===== config.mk =====
export PLATFORM = sky130hd
export DESIGN_NAME = bbar_top
export DESIGN_NICKNAME = d
export VERILOG_FILES = /design/src/bbar_pkg.sv /design/src/bbar_map_if.sv /design/src/bbar_top.sv /design/src/bbar_decode.sv
export SDC_FILE = /design/constraint.sdc
export NUM_CORES = 1
export LEC_CHECK = 0
export BUFFER_PORTS_ARGS = -buffer_cell sky130_fd_sc_hd__buf_2
export CAP_MARGIN = 10
export CORE_AREA = 2 2 122 124
export CTS_BUF_LIST = sky130_fd_sc_hd__clkbuf_4 sky130_fd_sc_hd__clkbuf_8
export CTS_CLUSTER_SIZE = 24
export DETAILED_ROUTE_END_ITERATION = 10
export DIE_AREA = 0 0 124 126
export PLACE_DENSITY = 0.77
export SLEW_MARGIN = 20
export SYNTH_ARGS = -nofsm -noshare
export SYNTH_HDL_FRONTEND = slang
export SYNTH_HIERARCHICAL = 1
export SYNTH_SLANG_ARGS = --single-unit

===== constraint.sdc =====
create_clock -name clk_in -period 7 [get_ports clk_in]
set_input_delay 1.05 -clock clk_in [delete_from_list [all_inputs] [get_ports clk_in]]
set_output_delay 1.05 -clock clk_in [all_outputs]
set_load 0.05 [all_outputs]

===== src/bbar_pkg.sv =====
// Package for the bit-band alias remapper: address map, field positions,
// access size codes and the controller state type.
// Assumes a 32-bit byte-addressed data bus with little-endian byte lanes.
package bbar_pkg;

    // Bit-band windows sit in the lowest megabyte of each region.
    localparam logic [31:0] BBAR_SRAM_BB_BASE = 32'h2000_0000;
    localparam logic [31:0] BBAR_PERI_BB_BASE = 32'h4000_0000;
    // Alias windows, each 32 MB, one word per bit-band bit.
    localparam logic [31:0] BBAR_SRAM_ALIAS_BASE = 32'h2200_0000;
    localparam logic [31:0] BBAR_PERI_ALIAS_BASE = 32'h4200_0000;
    // Populated direct and alias ranges, kept for reference by users of the map.
    localparam logic [31:0] BBAR_SRAM_DIRECT_END = 32'h2000_1FFF;
    localparam logic [31:0] BBAR_PERI_DIRECT_END = 32'h400F_FFFF;
    localparam logic [31:0] BBAR_SRAM_ALIAS_USED_END = 32'h2203_FFFF;
    localparam logic [31:0] BBAR_PERI_ALIAS_END = 32'h43FF_FFFF;

    // Field positions inside an alias address.
    localparam int BBAR_ALIAS_SPAN_BITS = 25;
    localparam int BBAR_BB_SPAN_BITS = 20;
    localparam int BBAR_BIT_NUM_LSB = 2;
    localparam int BBAR_BYTE_OFS_LSB = 5;
    localparam int BBAR_BIT_NUM_W = 3;

    // Access size codes, shared by host and memory sides.
    localparam logic [1:0] BBAR_SIZE_BYTE = 2'h0;
    localparam logic [1:0] BBAR_SIZE_HALF = 2'h1;
    localparam logic [1:0] BBAR_SIZE_WORD = 2'h2;

    // Read answers of an alias word.
    localparam logic [31:0] BBAR_ALIAS_CLEAR = 32'h0000_0000;
    localparam logic [31:0] BBAR_ALIAS_SET = 32'h0000_0001;

    // Controller states, one-hot.
    typedef enum logic [4:0] {
        BBAR_IDLE = 5'h01,
        BBAR_PASS = 5'h02,
        BBAR_ARD = 5'h04,
        BBAR_AWR = 5'h08,
        BBAR_RESP = 5'h10
    } bbar_state_t;

endpackage


===== src/bbar_map_if.sv =====
// Interface carrying one request address to the alias decoder and its verdict back.
// Assumes both ends sit in the same clock domain; the decoder is purely combinational.
`timescale 1ns/10ps
`default_nettype none
interface bbar_map_if;
    logic [31:0] addr;
    logic instr;
    logic [1:0] size;
    logic sram_alias;
    logic peri_alias;
    logic refused;
    logic [31:0] mem_addr;
    logic [4:0] lane_bit;

    modport dec (
        input addr, instr, size,
        output sram_alias, peri_alias, refused, mem_addr, lane_bit
    );
    modport user (
        output addr, instr, size,
        input sram_alias, peri_alias, refused, mem_addr, lane_bit
    );
endinterface
`default_nettype wire


===== src/bbar_top.sv =====
// Bit-band alias remapper between the processor data bus and SRAM/peripheral memory.
// Assumes a host that holds its request until the done pulse and a memory that
// completes an access in the cycle it raises ready, with lane-placed data.
//
// Overview of operation
// - Bit-band windows are each region's lowest megabyte.
// - SRAM alias words map to SRAM bit-band bits.
// - Peripheral alias words map to peripheral bit-band bits.
// - Memory access keeps the alias access size.
// - Direct SRAM accesses pass as plain SRAM.
// - Alias writes become read, modify, write back.
// - SRAM alias remaps data; fetches pass unchanged.
// - Direct peripheral accesses pass as plain peripheral.
// - Peripheral alias remaps data; fetches refused.
// - Alias offset is byte times 32 plus bit times 4.
// - Bit number 0 to 7 from alias address.
// - Written bit 0 sets or clears target bit.
// - Upper written alias bits are ignored.
// - Alias read returns zero or one.
// - Little-endian storage; bit lane follows byte address.
`timescale 1ns/10ps
`default_nettype none
module bbar_top
    import bbar_pkg::*;
(
    // Clock and reset.
    input wire logic clk_in,
    input wire logic reset_in,
    // Host request, held until the done pulse.
    input wire logic req_valid_in,
    input wire logic req_write_in,
    input wire logic req_instr_in,
    input wire logic [1:0] req_size_in,
    input wire logic [31:0] req_addr_in,
    input wire logic [31:0] req_wdata_in,
    // Host answer.
    output logic host_done_out,
    output logic host_err_out,
    output logic [31:0] host_rdata_out,
    // Memory request.
    output logic mem_valid_out,
    output logic mem_write_out,
    output logic [1:0] mem_size_out,
    output logic [31:0] mem_addr_out,
    output logic [31:0] mem_wdata_out,
    // Memory answer.
    input wire logic mem_ready_in,
    input wire logic [31:0] mem_rdata_in
);

    typedef struct packed {
        bbar_state_t state;
        logic mem_valid;
        logic mem_write;
        logic [1:0] mem_size;
        logic [31:0] mem_addr;
        logic [31:0] mem_wdata;
        logic done;
        logic err;
        logic [31:0] rdata;
        logic alias_wr;
        logic wbit;
        logic [4:0] lane_bit;
    } bbar_regs_t;

    bbar_regs_t s;
    bbar_regs_t next_s;
    bbar_map_if map ();

    // Replaces one bit of a lane-placed word, keeping all others.
    function automatic logic [31:0] put_bit(input logic [31:0] w, input logic [4:0] idx, input logic v);
        logic [31:0] r;
        r = w;
        r[idx] = v;
        put_bit = r;
    endfunction

    // The decoder looks straight at the held request; it is only used in the idle state.
    assign map.addr = req_addr_in;
    assign map.instr = req_instr_in;
    assign map.size = req_size_in;

    bbar_decode u_decode (
        .map(map)
    );

    // Next-state logic. Only one access is in flight, which keeps the
    // read-modify-write atomic from the host's view at the cost of throughput.
    always_comb begin
        next_s = s;
        next_s.done = 1'b0;
        next_s.err = 1'b0;
        unique case (s.state)
            BBAR_IDLE: begin
                if (req_valid_in) begin
                    next_s.mem_size = req_size_in;
                    next_s.mem_addr = map.mem_addr;
                    next_s.lane_bit = map.lane_bit;
                    next_s.wbit = req_wdata_in[0];
                    next_s.alias_wr = 1'b0;
                    if (map.refused) begin
                        next_s.done = 1'b1;
                        next_s.err = 1'b1;
                        next_s.rdata = BBAR_ALIAS_CLEAR;
                        next_s.state = BBAR_RESP;
                    end else if (map.sram_alias || map.peri_alias) begin
                        // Alias access always starts with a read of the bit-band location.
                        next_s.mem_valid = 1'b1;
                        next_s.mem_write = 1'b0;
                        next_s.mem_wdata = 32'h0000_0000;
                        next_s.alias_wr = req_write_in;
                        next_s.state = BBAR_ARD;
                    end else begin
                        // Direct SRAM, peripheral and all other addresses go out untouched.
                        next_s.mem_valid = 1'b1;
                        next_s.mem_write = req_write_in;
                        next_s.mem_wdata = req_wdata_in;
                        next_s.state = BBAR_PASS;
                    end
                end
            end
            BBAR_PASS: begin
                if (mem_ready_in) begin
                    next_s.mem_valid = 1'b0;
                    next_s.mem_write = 1'b0;
                    next_s.rdata = s.mem_write ? 32'h0000_0000 : mem_rdata_in;
                    next_s.done = 1'b1;
                    next_s.state = BBAR_RESP;
                end
            end
            BBAR_ARD: begin
                if (mem_ready_in) begin
                    if (s.alias_wr) begin
                        // Write back the read word with only the target bit changed.
                        next_s.mem_write = 1'b1;
                        next_s.mem_wdata = put_bit(mem_rdata_in, s.lane_bit, s.wbit);
                        next_s.state = BBAR_AWR;
                    end else begin
                        next_s.mem_valid = 1'b0;
                        next_s.rdata = mem_rdata_in[s.lane_bit] ? BBAR_ALIAS_SET : BBAR_ALIAS_CLEAR;
                        next_s.done = 1'b1;
                        next_s.state = BBAR_RESP;
                    end
                end
            end
            BBAR_AWR: begin
                if (mem_ready_in) begin
                    next_s.mem_valid = 1'b0;
                    next_s.mem_write = 1'b0;
                    next_s.rdata = 32'h0000_0000;
                    next_s.done = 1'b1;
                    next_s.state = BBAR_RESP;
                end
            end
            BBAR_RESP: begin
                // One idle cycle lets the host retire its request before the next is sampled.
                next_s.state = BBAR_IDLE;
            end
            default: begin
                next_s = '0;
                next_s.state = BBAR_IDLE;
            end
        endcase
    end

    // State register with synchronous reset.
    always_ff @(posedge clk_in) begin
        if (reset_in) begin
            s <= '0;
            s.state <= BBAR_IDLE;
        end else begin
            s <= next_s;
        end
    end

    // Every output is a flip-flop of the state.
    assign host_done_out = s.done;
    assign host_err_out = s.err;
    assign host_rdata_out = s.rdata;
    assign mem_valid_out = s.mem_valid;
    assign mem_write_out = s.mem_write;
    assign mem_size_out = s.mem_size;
    assign mem_addr_out = s.mem_addr;
    assign mem_wdata_out = s.mem_wdata;

    // Helper flags for the checks below.
    // They decode the windows afresh from the raw request, so a decoder slip cannot hide itself.
    logic take;
    logic take_sram_data;
    logic take_peri_data;
    logic take_direct;
    assign take = (s.state == BBAR_IDLE) && req_valid_in;
    assign take_sram_data = take && req_addr_in[31:25] == BBAR_SRAM_ALIAS_BASE[31:25] && !req_instr_in;
    assign take_peri_data = take && req_addr_in[31:25] == BBAR_PERI_ALIAS_BASE[31:25] && !req_instr_in;
    assign take_direct = take && req_addr_in[31:25] != BBAR_SRAM_ALIAS_BASE[31:25]
        && req_addr_in[31:25] != BBAR_PERI_ALIAS_BASE[31:25];

    // SRAM alias data lands in the lowest megabyte of SRAM.
    chk_sram_bb_map: assert property (@(posedge clk_in) disable iff (reset_in)
        take_sram_data |=> mem_valid_out && mem_addr_out[31:20] == BBAR_SRAM_BB_BASE[31:20])
        else $error("SRAM alias not mapped into SRAM bit-band window");

    // Peripheral alias data lands in the lowest megabyte of the peripheral region.
    chk_peri_bb_map: assert property (@(posedge clk_in) disable iff (reset_in)
        take_peri_data |=> mem_valid_out && mem_addr_out[31:20] == BBAR_PERI_BB_BASE[31:20])
        else $error("Peripheral alias not mapped into peripheral bit-band window");

    // Byte offset and bit number come from the alias address.
    chk_offset_math: assert property (@(posedge clk_in) disable iff (reset_in)
        (take_sram_data || take_peri_data) |=>
            mem_addr_out[19:2] == $past(req_addr_in[24:7]) && s.lane_bit == $past(req_addr_in[6:2]))
        else $error("Alias offset arithmetic wrong");

    // Memory access keeps the request size.
    chk_size_kept: assert property (@(posedge clk_in) disable iff (reset_in)
        take |=> mem_size_out == $past(req_size_in) || host_err_out)
        else $error("Access size not preserved");

    // Direct accesses go out unchanged.
    chk_direct_pass: assert property (@(posedge clk_in) disable iff (reset_in)
        take_direct |=> mem_addr_out == $past(req_addr_in) && mem_write_out == $past(req_write_in)
            && mem_wdata_out == $past(req_wdata_in))
        else $error("Direct access altered");

    // SRAM alias fetches are not remapped.
    chk_fetch_pass: assert property (@(posedge clk_in) disable iff (reset_in)
        take && req_instr_in && req_addr_in[31:25] == BBAR_SRAM_ALIAS_BASE[31:25]
            |=> mem_valid_out && mem_addr_out == $past(req_addr_in))
        else $error("SRAM alias fetch was remapped");

    // Peripheral alias fetches are refused without a memory access.
    chk_fetch_refused: assert property (@(posedge clk_in) disable iff (reset_in)
        take && req_instr_in && req_addr_in[31:25] == BBAR_PERI_ALIAS_BASE[31:25]
            |=> host_done_out && host_err_out && !mem_valid_out)
        else $error("Peripheral alias fetch not refused");

    // An alias write reads first, then writes back the same address.
    chk_rmw_order: assert property (@(posedge clk_in) disable iff (reset_in)
        (s.state == BBAR_ARD) && s.alias_wr && mem_ready_in |=>
            mem_valid_out && mem_write_out && $stable(mem_addr_out) ##[1:1000] host_done_out)
        else $error("Alias write not read-modify-write");

    // The write-back carries written bit 0 in the target lane, other bits as read.
    chk_write_bit: assert property (@(posedge clk_in) disable iff (reset_in)
        (s.state == BBAR_ARD) && s.alias_wr && mem_ready_in |=>
            mem_wdata_out[s.lane_bit] == s.wbit
            && ((mem_wdata_out ^ $past(mem_rdata_in)) == (32'h0000_0001 << s.lane_bit)
                || mem_wdata_out == $past(mem_rdata_in)))
        else $error("Write-back data wrong");

    // Alias reads answer zero or one, matching the target bit.
    chk_read_value: assert property (@(posedge clk_in) disable iff (reset_in)
        (s.state == BBAR_ARD) && !s.alias_wr && mem_ready_in |=>
            host_done_out && host_rdata_out == {31'h0000_0000, $past(mem_rdata_in[s.lane_bit])})
        else $error("Alias read value wrong");

    // The host sees no done while memory work is outstanding.
    chk_stall_host: assert property (@(posedge clk_in) disable iff (reset_in)
        mem_valid_out |-> !host_done_out)
        else $error("Done raised during memory access");

    // A stalled memory request keeps every qualifier until memory answers.
    chk_mem_hold: assert property (@(posedge clk_in) disable iff (reset_in)
        mem_valid_out && !mem_ready_in |=> mem_valid_out && $stable(mem_addr_out) && $stable(mem_write_out)
            && $stable(mem_wdata_out) && $stable(mem_size_out))
        else $error("Memory request changed before ready");

    // Done is a single-cycle pulse, followed by the quiet turnaround cycle.
    chk_done_pulse: assert property (@(posedge clk_in) disable iff (reset_in)
        host_done_out |=> !host_done_out && !mem_valid_out)
        else $error("Done held longer than one cycle");

    // An error is only ever reported together with done and a zero answer.
    chk_err_with_done: assert property (@(posedge clk_in) disable iff (reset_in)
        host_err_out |-> host_done_out && host_rdata_out == BBAR_ALIAS_CLEAR)
        else $error("Error raised without done");

    // Any alias data access opens with a read, whatever the host asked for.
    chk_alias_read_first: assert property (@(posedge clk_in) disable iff (reset_in)
        (take_sram_data || take_peri_data) |=> mem_valid_out && !mem_write_out)
        else $error("Alias access did not start with a read");

    // Word and halfword alias accesses reach memory naturally aligned.
    chk_alias_aligned: assert property (@(posedge clk_in) disable iff (reset_in)
        (take_sram_data || take_peri_data) && (req_size_in == BBAR_SIZE_WORD || req_size_in == BBAR_SIZE_HALF) |=>
            mem_addr_out[0] == 1'b0 && (mem_size_out != BBAR_SIZE_WORD || mem_addr_out[1] == 1'b0))
        else $error("Alias memory address not aligned to size");

    // The bit to write comes from bit 0 of the host data alone.
    chk_wbit_lsb: assert property (@(posedge clk_in) disable iff (reset_in)
        (take_sram_data || take_peri_data) && req_write_in |=> s.alias_wr && s.wbit == $past(req_wdata_in[0]))
        else $error("Alias write bit not taken from bit 0");

    // Main scenarios.
    cov_alias_write: cover property (@(posedge clk_in) disable iff (reset_in)
        (s.state == BBAR_AWR) && mem_ready_in);
    cov_alias_read: cover property (@(posedge clk_in) disable iff (reset_in)
        (s.state == BBAR_ARD) && !s.alias_wr && mem_ready_in);
    cov_refused: cover property (@(posedge clk_in) disable iff (reset_in)
        host_done_out && host_err_out);
    cov_direct: cover property (@(posedge clk_in) disable iff (reset_in)
        (s.state == BBAR_PASS) && mem_ready_in);
    cov_byte_alias: cover property (@(posedge clk_in) disable iff (reset_in)
        take_sram_data && req_write_in && req_size_in == BBAR_SIZE_BYTE);

endmodule
`default_nettype wire


===== src/bbar_decode.sv =====
// Alias address decoder: finds alias hits and computes the bit-band address and bit lane.
// Assumes the caller holds addr, instr and size stable while it samples the results.
`timescale 1ns/10ps
`default_nettype none
module bbar_decode
    import bbar_pkg::*;
(
    // Decode request and result.
    bbar_map_if.dec map
);

    // True when an address lies in the 32 MB alias window starting at base.
    function automatic logic alias_hit(input logic [31:0] a, input logic [31:0] base);
        alias_hit = (a[31:BBAR_ALIAS_SPAN_BITS] == base[31:BBAR_ALIAS_SPAN_BITS]);
    endfunction

    // Aligns a byte address down to the natural boundary of the access size.
    function automatic logic [31:0] align(input logic [31:0] a, input logic [1:0] sz);
        unique case (sz)
            BBAR_SIZE_WORD: align = {a[31:2], 2'h0};
            BBAR_SIZE_HALF: align = {a[31:1], 1'h0};
            default: align = a;
        endcase
    endfunction

    logic hit_sram;
    logic hit_peri;
    logic [31:0] bb_byte;
    logic [BBAR_BB_SPAN_BITS-1:0] byte_ofs;
    logic [BBAR_BIT_NUM_W-1:0] bit_num;

    // Alias word offset is byte offset times 32 plus bit number times 4.
    assign byte_ofs = map.addr[BBAR_ALIAS_SPAN_BITS-1:BBAR_BYTE_OFS_LSB];
    assign bit_num = map.addr[BBAR_BYTE_OFS_LSB-1:BBAR_BIT_NUM_LSB];
    assign hit_sram = alias_hit(map.addr, BBAR_SRAM_ALIAS_BASE);
    assign hit_peri = alias_hit(map.addr, BBAR_PERI_ALIAS_BASE);

    // Each region's bit-band window is its lowest megabyte.
    assign bb_byte = (hit_sram ? BBAR_SRAM_BB_BASE : BBAR_PERI_BB_BASE) | {12'h000, byte_ofs};

    // Fetches in the SRAM alias pass unchanged; fetches in the peripheral alias are refused.
    assign map.sram_alias = hit_sram && !map.instr;
    assign map.peri_alias = hit_peri && !map.instr;
    assign map.refused = hit_peri && map.instr;

    // Alias data goes to the bit-band byte at the same access size, unchanged otherwise.
    assign map.mem_addr = (map.sram_alias || map.peri_alias) ? align(bb_byte, map.size) : map.addr;

    // Little-endian lanes: the byte's low address bits pick the lane of the 32-bit bus.
    assign map.lane_bit = {bb_byte[1:0], bit_num};

endmodule
`default_nettype wire


* Word level (Yosys, flattened, before mapping)
Cells that the tools add are included.
Storage, ports and cells: register bits after elaboration 114, logic and storage cells 93
Operators by class: magnitude comparators 2, eq/ne operators 18, multiplexer cells 39, bitwise gates (word level) 6, reduce and logical (&&, ||, !) cells 16
Operators with widths (number):
- $mux 32 | 9
- $pmux 32 s5 | 1
- $mux 114 | 1
- $pmux 32 s3 | 1
- $pmux 34 s2 | 1
- $mux 34 | 1
- $mux 33 | 1
- $bwmux 32 | 1
- $mux 31 | 1
- $or 31x20->31 | 1
- $ne 2x2->1 const B | 8
- $mux 5 | 3
- $pmux 5 s3 | 1
- $mux 7 | 2
- $pmux 7 s2 | 1
- $reduce_and 6->1 | 2
- $mux 1 | 9
- $pmux 2 s4 | 1
- $eq 7x5->1 const B | 1
- $eq 7x6->1 const B | 1
- $reduce_and 7->1 | 1
- $lt 5x6->1 const B | 1
- $reduce_or 3->1 | 2
- $bmux 1 s5 | 1
- 22 further kinds | 29

* Longest topological paths before layout
Gate-level depths: netlist (run 1).
depth after elaboration 8, gate-level depth with buffers 9

* Cells and area by module
The synthesis (run 1) kept the hierarchy.
By module, submodules not included:
- bbar_top | times used 1, cells an instance 809, area each 6565.0 um^2, sequential area each 2282.2 um^2
- bbar_decode | times used 1, cells an instance 55, area each 467.9 um^2, sequential area each 0.0 um^2

* Least setup slack after synthesis (run 1)
Ideal clock, no wire load.
path kind input to register, from in req_addr_in[31], to reg s, in the netlist host_rdata_out[0], library setup time 0.091 ns, arrival 3.205 ns, slack 3.705 ns, cell stages on the path 7, cells stage by stage or4b_1 nor3_1 nand2_1 a221oi_2 buf_2 nor2_1 a311oi_1
Between the ends: longest elaborated chain between the ends 4
RTL lines:
- start, declared | line bbar_top.sv:34 | input wire logic [31:0] req_addr_in,
- $eq 7x6->1 | line bbar_decode.sv:14 | alias_hit = (a[31:BBAR_ALIAS_SPAN_BITS] == base[31:BBAR_ALIAS_SPAN_BITS]);
- $logic_and 1x1->1 | line bbar_decode.sv:44 | assign map.refused = hit_peri && map.instr;
- net map.refused | line bbar_map_if.sv:11 | logic refused;
- $ne 2x2->1 (no source line)
- $reduce_and 7->1 (no source line)
- end signal, assigned | line bbar_top.sv:172 | s <= next_s;
- end, declared | line bbar_top.sv:66 | bbar_regs_t s;
The timed path passes the listed nets, and every way through them passes these cells. A chain may end at the register's enable or synchronous reset.

* Worst setup path after layout (run 1)
Same ends and word-level chain as after synthesis.

==> results.py, run 1 <==
metrics = {
    "critical_path": {
        "cp_max_fo": 64,
        "startpoint": "req_addr_in[31]",
        "worst_path_dominant_cell_family": "simple AND/OR/NAND/NOR gates",
        "start_kind": "input pin",
        "rr_worst_depth": 5,
        "worstSetupPathType": "input pin to register",
        "crit_top_cell": "buf_4",
        "worst-path-buf-inv": 3,
        "worstReg2RegStart": "s[112]",
        "crit_slowest_cell": "or4b_1",
        "cp-end-kind": "register",
        "cp_cell_sequence": "buf_2, or4b_1, nor3_1, buf_4, nand2_1, a221oi_4, buf_4, nor2_1, a311oi_1",
        "critical-path-max-stage-delay_ps": 560,
        "r2r_setup_slack_ps": 4390,
        "cp.arrival_ps": 3320,
        "r2r_end": "host_done_out",
        "cp_data_required_time_ps": 7350,
    },
    "timing": {
        "whs_ps": 452,
        "tns_ps": 0,
        "min_period_ps": 2970,
        "finalHoldViolCount": 0,
        "rsz0062_at_grt": "false",
        "slew_headroom_pct": 32.0,
        "finalSetupViolCount": 0,
        "finalCritPeriodShare_pct": 42.4,
        "skew_ps": 15.4,
        "drv_slew": 0,
        "max_freq_mhz": 337,
        "final.setup.worst_slack_ps": 4030,
        "tightest_slew_ps": 1020,
    },
    "placed_design": {
        "placed_area_um2": 7240,
        "gp_congestion": 0.960,
        "dpl.hpwl_mm": 13.8,
        "dp_cells": 1085,
        "io_buffers": 205,
        "dp_slack_ps": 3600,
    },
    "synthesis": {
        "yosysWarnings": 6,
        "synth_cells": 864,
        "synthArstFlopShare_pct": 0,
        "synth_ff_type": "dfxtp_1",
        "syn_avg_cell_area_um2": 8.14,
        "synth_cell_types": 60,
        "yosys_register_bits": 114,
        "synth_nets": 969,
        "yosysSeqAreaShare_pct": 32.4,
        "synth-edff-count": 0,
        "mappedNetlistArea_um2": 7030,
    },
    "clocking": {
        "cts_root_buffer": "clkbuf_8",
        "cts.clk_slew.worst_paths_ps": 80,
        "cts_setup_buffers": 0,
        "cts_made_buffers": 17,
        "cts.sinks": 114,
        "clock_path_buffers": 2,
        "hold_buffers": 0,
        "ctsHtreeMaxLevel": 4,
        "cts_tree": "yes",
        "clk_latency_ps": 450,
        "ctsResizeCount": 0,
    },
    "power_and_ir_drop": {
        "p_sw_mw": 0.668,
        "ir_drop_v": 0.000146,
        "pwr-share-clk_pct": 36.9,
        "power.density_nw_per_um2": 241,
        "power_frac_seq_pct": 38.8,
        "p_int_mw": 1.18,
        "p_leak_nw": 3.13,
        "swShare_pct": 36.1,
        "finalPower_mw": 1.85,
        "p_comb_share_pct": 24.2,
    },
    "die": {
        "row_count": 44,
        "initial_core_util_pct": 49.1,
        "fp.dieW_um": 124,
        "die-area_um2": 15600,
        "ios": 206,
        "core_um2": 14300,
        "die_height_um": 126,
    },
    "routing": {
        "avgRoutedWirePerCell_um": 17.6,
        "drt.antenna.violating_nets": 0,
        "viasPerCell": 5.68,
        "wirelength_mm": 19.6,
        "drc": 0,
        "num_vias": 6343,
        "drt_pass1_iterations": 6,
        "first_iter_violations": 603,
    },
    "hold_path": {
        "min_to": "mem_wdata_out[14]",
        "worstHoldPathCells": 2,
        "hp-class": "register to register",
        "min_from": "mem_wdata_out[14]",
    },
    "final_layout": {
        "syn2layout_area_growth_pct": 9.07,
        "diodes": 0,
        "mostFrequentLayoutCells": "204 x buf_2, 113 x dfxtp_1, 90 x a21oi_1",
        "postLayoutCoreUtil_pct": 53.6,
        "layout_commonest_cell": "buf_2",
        "stdcell_count": 1117,
        "nets": 1025,
        "drive_gt1_share_pct": 32.6,
        "stdcell_area_um2": 7670,
    },
    "job": {
        "maxCapViolCount": 0,
    },
    "global_route": {
        "grt_pass1_wl_mm": 30.4,
        "grt-ovfl-total": 0,
        "antenna_found_initial": 0,
        "grt_max_degree": 68,
        "grt_pass1_vias": 5816,
        "grt.total_usage_pct": 24.9,
    },
    "run_status": {
        "outcome": "finished, final reports clean",
    },
}
registers in the layout (all words and copies together) (netlist names):
| name | count |
|---|---|
| mem_size_out | 2 |
| s | 12 |
| mem_write_out | 1 |
| mem_wdata_out | 32 |
| host_done_out | 1 |
| mem_addr_out | 32 |
| host_err_out | 1 |
| mem_valid_out | 1 |
| host_rdata_out | 32 |
logic make-up (layout without fill, tap and decap cells):
kind of cell / count (synthesis) / after routing / share of synthesized area (%)
mux: 38 / 38 / 5.73
compound gates: 235 / 235 / 21.9
flops: 114 / 114 / 32.4
xor+xnor: 4 / 4 / 0.498
simple gates: 288 / 288 / 22.7
fa+ha+maj: 1 / 1 / 0.178
buf+inv: 184 / 253 / 16.6
metal layers:
| metal | wire length, µm | vias up | part of all wire, % | track usage (%) |
|---|---|---|---|---|
| met2 | 8790 | 311 | 45 | 37.1 |
| met5 | 0 | - | 0 | 0 |
| met3 | 1630 | 39 | 8.3 | 6.39 |
| met4 | 549 | 0 | 2.8 | 9.85 |
| met1 | 8630 | 2942 | 44 | 34.2 |
| li1 | - | 3051 | - | - |
tightest hold or removal path, cell delays in order (launching register included):
cell and delay, ps:
dfxtp_1 310, nand2_1 50, a21oi_1 50
layout make-up:
class / instances / area (µm²)
fillers: 1404 / 6640
inverters: 8 / 30.0
clock buffers: 17 / 234
multi-input cells: 566 / 3610
flip-flops and latches: 114 / 2280
clock inverters: 15 / 195
well taps: 184 / 230
repair buffers: 213 / 1090
worst max path at each step:
| stage | end | depth (start not counted) |
|---|---|---|
| after global routing | host_rdata_out[0] | 9 |
| after detailed placement | host_rdata_out[0] | 9 |
| final | host_rdata_out[0] | 9 |
| after CTS | host_rdata_out[0] | 9 |
| after floorplan | host_rdata_out[0] | 7 |
| after global placement | host_rdata_out[0] | 9 |
Yosys cell counts (23+ instances only):
master,number,area share (%)
clkbuf_1,35,1.9
buf_4,107,11
nand2_1,41,2.2
and2_1,39,3.5
a21oi_1,90,6.4
o21ai_0,37,2.6
a22oi_1,40,4.3
nand2b_1,35,3.1
o211ai_1,23,2.5
buf_2,24,1.7
nor2_1,56,3.0
nand3_1,67,4.8
dfxtp_1,114,32
power groups by stage:
stage / logic (mW) / registers [mW] / clock network, mW
after floorplan: 0.387 / 0.716 / 0
after global placement: 0.443 / 0.730 / 0
after detailed placement: 0.446 / 0.731 / 0
after CTS: 0.446 / 0.716 / 0.695
after global routing: 0.481 / 0.723 / 0.734
final: 0.449 / 0.718 / 0.683
(Power assumes the default switching activity.)
==> run 2, diff against run 1 <==
--- a/config.mk
+++ b/config.mk
@@ -5,13 +5,14 @@
 export SDC_FILE = /design/constraint.sdc
 export NUM_CORES = 1
 export LEC_CHECK = 0
+export ABC_AREA = 1
 export BUFFER_PORTS_ARGS = -buffer_cell sky130_fd_sc_hd__buf_2
 export CAP_MARGIN = 10
-export CORE_AREA = 2 2 122 124
+export CORE_AREA = 2 2 121 123
 export CTS_BUF_LIST = sky130_fd_sc_hd__clkbuf_4 sky130_fd_sc_hd__clkbuf_8
 export CTS_CLUSTER_SIZE = 24
 export DETAILED_ROUTE_END_ITERATION = 10
-export DIE_AREA = 0 0 124 126
+export DIE_AREA = 0 0 123 125
 export PLACE_DENSITY = 0.77
 export SLEW_MARGIN = 20
 export SYNTH_ARGS = -nofsm -noshare
==> constraint.sdc (replaced) <==
create_clock -name clk_in -period 2.85 [get_ports clk_in]
set_input_delay 0.4275 -clock clk_in [delete_from_list [all_inputs] [get_ports clk_in]]
set_output_delay 0.4275 -clock clk_in [all_outputs]
set_load 0.05 [all_outputs]
==> run 2 against run 1 <==
Sequential share of layout area increased by 0.34 points; highest routed layer is now met5; critical endpoint is now mem_wdata_out[21]; total power grew 130%; largest cell class unchanged; critical path type is now register to register; clock power rose by 110%.
==> results.py, run 2 <==
metrics = {
    "placed_design": {
        "placed_area_um2": 7190,
        "io_buffers": 205,
        "dpl.hpwl_mm": 14.6,
        "dp_cells": 1307,
        "gp_congestion": 0.932,
    },
    "clocking": {
        "cts.sinks": 114,
        "cts_root_buffer": "clkbuf_8",
        "clock_path_buffers": 2,
        "cts.clk_slew.worst_paths_ps": 70,
        "cts_setup_buffers": 0,
        "cts_made_buffers": 17,
        "ctsResizeCount": 0,
        "clk_latency_ps": 440,
        "cts_tree": "yes",
        "ctsHtreeMaxLevel": 4,
        "hold_buffers": 0,
    },
    "timing": {
        "min_period_ps": 2080,
        "max_freq_mhz": 481,
        "tightest_slew_ps": 672,
        "slew_headroom_pct": 55.1,
        "tns_ps": 0,
        "drv_slew": 0,
        "skew_ps": 4.74,
        "rsz0062_at_grt": "false",
        "finalCritPeriodShare_pct": 73.0,
        "finalSetupViolCount": 0,
        "finalHoldViolCount": 0,
    },
    "routing": {
        "drt_pass1_iterations": 5,
        "viasPerCell": 5.22,
        "first_iter_violations": 513,
        "drt.antenna.violating_nets": 0,
        "drc": 0,
        "avgRoutedWirePerCell_um": 15.0,
        "num_vias": 6995,
        "wirelength_mm": 20.1,
    },
    "synthesis": {
        "yosys-top-cells-count": "366 x nand2_1, 117 x a21oi_1, 114 x dfxtp_1, 111 x buf_4, 103 x nand3_1",
        "synthTopCellsByArea": "dfxtp_1 33%, nand2_1 20%, buf_4 12%, a21oi_1 8.5%, nand3_1 7.5%",
        "yosysSeqAreaShare_pct": 33.1,
        "synthArstFlopShare_pct": 0,
        "synth_cells": 1072,
        "syn_avg_cell_area_um2": 6.44,
        "yosysMostFrequentCell": "nand2_1",
        "mappedNetlistArea_um2": 6900,
        "yosys_register_bits": 114,
        "yosysTopAreaCell": "dfxtp_1",
        "yosysWarnings": 6,
        "synth_ff_type": "dfxtp_1",
        "synth_nets": 1177,
        "synth-edff-count": 0,
        "synth_cell_types": 33,
        "yosys.area.top_type_share_pct": 33.1,
    },
    "final_layout": {
        "mostFrequentLayoutCells": "366 x nand2_1, 204 x buf_2, 117 x a21oi_1",
        "drive_gt1_share_pct": 25.0,
        "layout_commonest_cell": "nand2_1",
        "stdcell_count": 1340,
        "stdcell_area_um2": 7580,
        "nets": 1247,
        "syn2layout_area_growth_pct": 9.86,
    },
    "hold_path": {
        "hp-class": "input pin to register",
        "worstHoldPathCells": 3,
        "min_to": "s[2]",
        "min_from": "req_addr_in[4]",
    },
    "die": {
        "core_um2": 14200,
        "row_count": 44,
        "initial_core_util_pct": 48.6,
        "die_height_um": 125,
        "ios": 206,
        "die-area_um2": 15400,
        "fp.dieW_um": 123,
    },
    "critical_path": {
        "cp_max_fo": 32,
        "cp_cell_sequence": "nor2_4, nand3_2, nand2_2, nor2_2, nand2_2, inv_2, nand2_1, a21oi_1",
        "worst_path_dominant_cell_family": "simple AND/OR/NAND/NOR gates",
        "rr_worst_depth": 8,
        "cp_data_required_time_ps": 3220,
        "worstSetupPathType": "register to register",
        "cp-end-kind": "register",
        "worstReg2RegStart": "s[112]",
        "r2r_setup_slack_ps": 770,
        "critical-path-max-stage-delay_ps": 490,
        "cp.arrival_ps": 2450,
        "r2r_end": "mem_wdata_out[21]",
        "crit_slowest_cell": "inv_2",
        "start_kind": "register",
        "crit_top_cell": "nand2_2",
        "worst-path-buf-inv": 1,
    },
    "global_route": {
        "grt.total_usage_pct": 26.0,
        "grt-ovfl-total": 0,
        "antenna_found_initial": 3,
        "grt_pass1_wl_mm": 31.5,
        "grt_max_degree": 51,
        "grt_pass1_vias": 6335,
    },
    "power_and_ir_drop": {
        "power.density_nw_per_um2": 553,
        "pwr-share-clk_pct": 34.7,
        "power_frac_seq_pct": 41.2,
        "p_comb_share_pct": 24.0,
        "p_int_mw": 2.75,
        "ir_drop_v": 0.000290,
        "p_leak_nw": 3.61,
        "p_sw_mw": 1.45,
        "swShare_pct": 34.5,
    },
    "run_status": {
        "outcome": "finished, final reports clean",
    },
    "job": {
        "maxCapViolCount": 0,
    },
}
[run 2: changes by cell type after synthesis, moves of 16 or more]
cell and change:
nand2_1 +325, a22oi_1 -40, and2_1 -39, inv_1 +37, nand3_1 +36, nand2b_1 -35, a21oi_1 +27, mux2i_1 -20
o211ai_1 -19, mux2_2 -16
[run 2: cell families (layout without fill, tap and decap cells)]
| family | after synthesis | after routing | share of synthesized area [%] |
|---|---|---|---|
| and+or+nand+nor | 563 | 563 | 34.9 |
| DFF | 114 | 114 | 33.1 |
| adders and majority gates | 1 | 1 | 0.181 |
| buffers and inverters | 224 | 306 | 19.0 |
| other | 0 | 2 | 0 |
| AOI/OAI and AO/OA | 170 | 170 | 12.8 |
[run 2: routing by layer]
metal  GRT usage, %  up-vias  routed length, µm
li1               -     3483                  -
met4           13.7        2                754
met5              0        -                  9
met2           41.2      271               9370
met3           6.43       49               1630
met1           32.3     3190               8300
[run 2: worst max path at each step]
| stage | from | to | slack, ps | cells past startpoint |
|---|---|---|---|---|
| 6_report | s[112] | mem_wdata_out[21] | 770 | 8 |
| 3_3_place_gp | req_addr_in[26] | mem_wdata_out[17] | 540 | 13 |
| 4_1_cts | s[112] | mem_wdata_out[28] | 780 | 7 |
| 2_1_floorplan | req_addr_in[27] | mem_wdata_out[19] | 930 | 12 |
| 3_5_place_dp | req_addr_in[26] | mem_wdata_out[21] | 480 | 13 |
| 5_1_grt | s[112] | mem_wdata_out[18] | 560 | 8 |
[run 2: metrics by stage]
step	hold slack, ps	util, %	setup slack [ps]	power [mW]
after floorplan	421	-	933	2.58
after global placement	429	50.6	540	2.76
after detailed placement	430	50.6	478	2.77
after CTS	214	53.3	776	4.22
after global routing	244	53.4	561	4.39
final	246	53.4	769	4.20
[run 2: worst min-delay path, stage by stage]
cell and delay (ps):
buf_2 100, nand2_1 60, a21oi_1 50
[run 2: cell type report]
class	count	area, µm²
antenna	2	5.00
clock buffer	28	367
clock inverter	3	17.5
fill	1498	6620
inverter	57	214
multi-input combinational	734	3310
sequential	114	2280
tap	184	230
timing repair buffer	218	1150
[run 2: power by group through the flow]
stage          Combinational (mW)  Sequential (mW)  Clock, mW
2_1_floorplan               0.826             1.76          0
3_3_place_gp                 1.00             1.76          0
3_5_place_dp                 1.00             1.76          0
4_1_cts                      1.01             1.73       1.49
5_1_grt                      1.10             1.74       1.55
6_report                     1.01             1.73       1.46
==> run 3, diff against run 2 <==
--- a/config.mk
+++ b/config.mk
@@ -8,12 +8,12 @@
 export ABC_AREA = 1
 export BUFFER_PORTS_ARGS = -buffer_cell sky130_fd_sc_hd__buf_2
 export CAP_MARGIN = 10
-export CORE_AREA = 2 2 121 123
+export CORE_AREA = 2 2 122 124
 export CTS_BUF_LIST = sky130_fd_sc_hd__clkbuf_4 sky130_fd_sc_hd__clkbuf_8
 export CTS_CLUSTER_SIZE = 24
 export DETAILED_ROUTE_END_ITERATION = 10
-export DIE_AREA = 0 0 123 125
-export PLACE_DENSITY = 0.77
+export DIE_AREA = 0 0 124 126
+export PLACE_DENSITY = 0.79
 export SLEW_MARGIN = 20
 export SYNTH_ARGS = -nofsm -noshare
 export SYNTH_HDL_FRONTEND = slang
==> constraint.sdc (replaced) <==
create_clock -name clk_in -period 1.8 [get_ports clk_in]
set_input_delay 0.27 -clock clk_in [delete_from_list [all_inputs] [get_ports clk_in]]
set_output_delay 0.27 -clock clk_in [all_outputs]
set_load 0.05 [all_outputs]
==> run 3 against run 2 <==
Non-clock buffer count is 21 higher; utilization is 1.5 points higher; clock power up 66%; wire length increased by 1.4%; sequential power is 58% higher; count of clock-buffer cells in the layout decreased by 6; fmax up 22%; sequential share of layout area shrank 1.1 points; cell area rose by 3.7%; critical path type unchanged.
==> results.py, run 3 (synthesis gave the netlist of run 2 again) <==
metrics = {
    "timing": {
        "finalSetupViolCount": 0,
        "slew_headroom_pct": 63.2,
        "skew_ps": 9.45,
        "drv_slew": 0,
        "finalCritPeriodShare_pct": 94.7,
        "min_period_ps": 1700,
        "max_freq_mhz": 587,
        "finalHoldViolCount": 0,
        "rsz0062_at_grt": "false",
        "tightest_slew_ps": 548,
    },
    "routing": {
        "route.met2.wl_mm": 9.71,
        "dr_wl_met3_mm": 1.78,
        "first_iter_violations": 552,
        "top_layer": "met5",
        "num_vias": 7091,
        "drc": 0,
        "m1WireLength_mm": 8.24,
        "wirelength_mm": 20.3,
        "drt_pass1_iterations": 5,
        "drt.antenna.violating_nets": 0,
        "viasPerCell": 5.21,
        "avgRoutedWirePerCell_um": 15.0,
    },
    "critical_path": {
        "crit_top_cell": "nor2_4",
        "cp_max_fo": 38,
        "worstReg2RegStart": "s[112]",
        "start_kind": "register",
        "worst_path_dominant_cell_family": "simple AND/OR/NAND/NOR gates",
        "worst-path-buf-inv": 1,
        "rr_worst_depth": 8,
        "crit_slowest_cell": "dfxtp_1",
        "r2r_end": "mem_wdata_out[28]",
        "r2r_setup_slack_ps": 100,
        "cp_cell_sequence": "nor2_4, nand4_4, nor2_4, buf_12, nand3_1, o21ai_1, nand2_1, a21oi_1",
        "cp-end-kind": "register",
        "cp.arrival_ps": 2080,
        "cp_data_required_time_ps": 2180,
        "worstSetupPathType": "register to register",
        "critical-path-max-stage-delay_ps": 370,
    },
    "clocking": {
        "ctsHtreeMaxLevel": 4,
        "cts.sinks": 114,
        "hold_buffers": 0,
        "cts_root_buffer": "clkbuf_8",
        "clock_path_buffers": 2,
        "cts_made_buffers": 17,
        "cts.clk_slew.worst_paths_ps": 70,
        "clk_latency_ps": 440,
        "cts_tree": "yes",
    },
    "die": {
        "die-area_um2": 15600,
        "ios": 206,
        "row_count": 44,
        "fp.dieW_um": 124,
        "die_height_um": 126,
        "initial_core_util_pct": 48.2,
        "core_um2": 14300,
    },
    "global_route": {
        "grt_max_degree": 67,
        "grt-ovfl-total": 0,
        "grt_pass1_vias": 6401,
        "antenna_found_initial": 1,
        "grt.total_usage_pct": 25.8,
        "grt_pass1_wl_mm": 31.7,
    },
    "final_layout": {
        "diodes": 0,
        "postLayoutCoreUtil_pct": 54.9,
        "multi_input_area_um2": 3330,
        "drive_gt1_share_pct": 26.8,
        "regArea_um2": 2280,
        "layout_commonest_cell": "nand2_1",
        "nets": 1268,
        "fill_cells": 1493,
        "stdcell_area_um2": 7860,
        "syn2layout_area_growth_pct": 13.9,
        "mostFrequentLayoutCells": "364 x nand2_1, 204 x buf_2, 117 x a21oi_1",
    },
    "hold_path": {
        "min_from": "req_addr_in[27]",
        "min_to": "mem_addr_out[27]",
        "worstHoldPathCells": 3,
        "hp-class": "input pin to register",
    },
    "placed_design": {
        "placed_area_um2": 7440,
        "gp_congestion": 0.935,
        "io_buffers": 205,
        "dpl.hpwl_mm": 14.8,
    },
    "run_status": {
        "outcome": "finished, final reports clean",
    },
    "power_and_ir_drop": {
        "power.density_nw_per_um2": 875,
        "ir_drop_v": 0.000495,
        "p_leak_nw": 3.74,
    },
    "job": {
        "maxCapViolCount": 0,
    },
}
==> run 3: changes by cell type in the layout (fill, tap and decap cells not counted), sizes merged <==
cell      delta
buf         +21
bufinv       +2
clkbuf       -6
clkinv       +3
clkinvlp     +2
diode        -2
==> run 3: worst reg2reg max path, delay by kind of cell, from the launching register on <==
kind                   cells  cell delay, ps
AND/OR/NAND/NOR            5             760
buffers and inverters      1             220
AO/OA/AOI/OAI              2             290
flip-flops                 1             370
==> run 3: repair_timing <==
action,in CTS,in global routing
resized for setup,0,9
endpoints found under the setup margin,0,70
endpoints found under the hold margin,0,0
buffers inserted,0,0
==> run 3: metal layers <==
layer  track usage, %  vias up
met2             42.8      336
met5                0        -
met1             31.7     3183
li1                 -     3530
met4             11.0        2
met3             6.20       40
==> run 3: layout make-up <==
class | count | area share [%]
timing repair buffer | 239 | 17.8
clock buffer | 22 | 3.69
clock inverter | 10 | 1.37
sequential | 114 | 29.0
multi-input combinational | 734 | 42.4
inverter | 57 | 2.79
tap | 184 | 2.93
==> run 3: per-stage QoR <==
step | worst slack [ps] | total power [mW] | cells | setup TNS [ps] | hold WS (ps)
final | 95.5 | 6.88 | 1360 | 0 | 86.9
after global routing | 31.1 | 7.20 | 1360 | 0 | 70.9
after CTS | 35.3 | 6.90 | 1360 | 0 | 54.8
after detailed placement | -91.6 | 4.49 | 1328 | -3050 | 438
after global placement | -28.3 | 4.47 | 1328 | -410 | 438
after floorplan | 40.8 | 4.09 | 1072 | 0 | 413
==> run 3: worst max-delay path by stage <==
stage,from,to,slack (ps),depth (start not counted)
6_report,s[112],mem_wdata_out[28],100,8
5_1_grt,s[0],host_rdata_out[0],30,11
4_1_cts,s[112],mem_wdata_out[13],40,8
3_5_place_dp,req_addr_in[26],host_rdata_out[6],-90,15
3_3_place_gp,req_addr_in[27],host_rdata_out[5],-30,15
2_1_floorplan,req_addr_in[27],mem_wdata_out[19],40,12
==> run 3: report_power, final <==
| group | internal, mW | switching [mW] | total, mW |
|---|---|---|---|
| sequential | 2.65 | 0.0861 | 2.74 |
| combinational | 0.504 | 1.21 | 1.72 |
| clock | 1.36 | 1.07 | 2.42 |
| total | 4.51 | 2.37 | 6.88 |
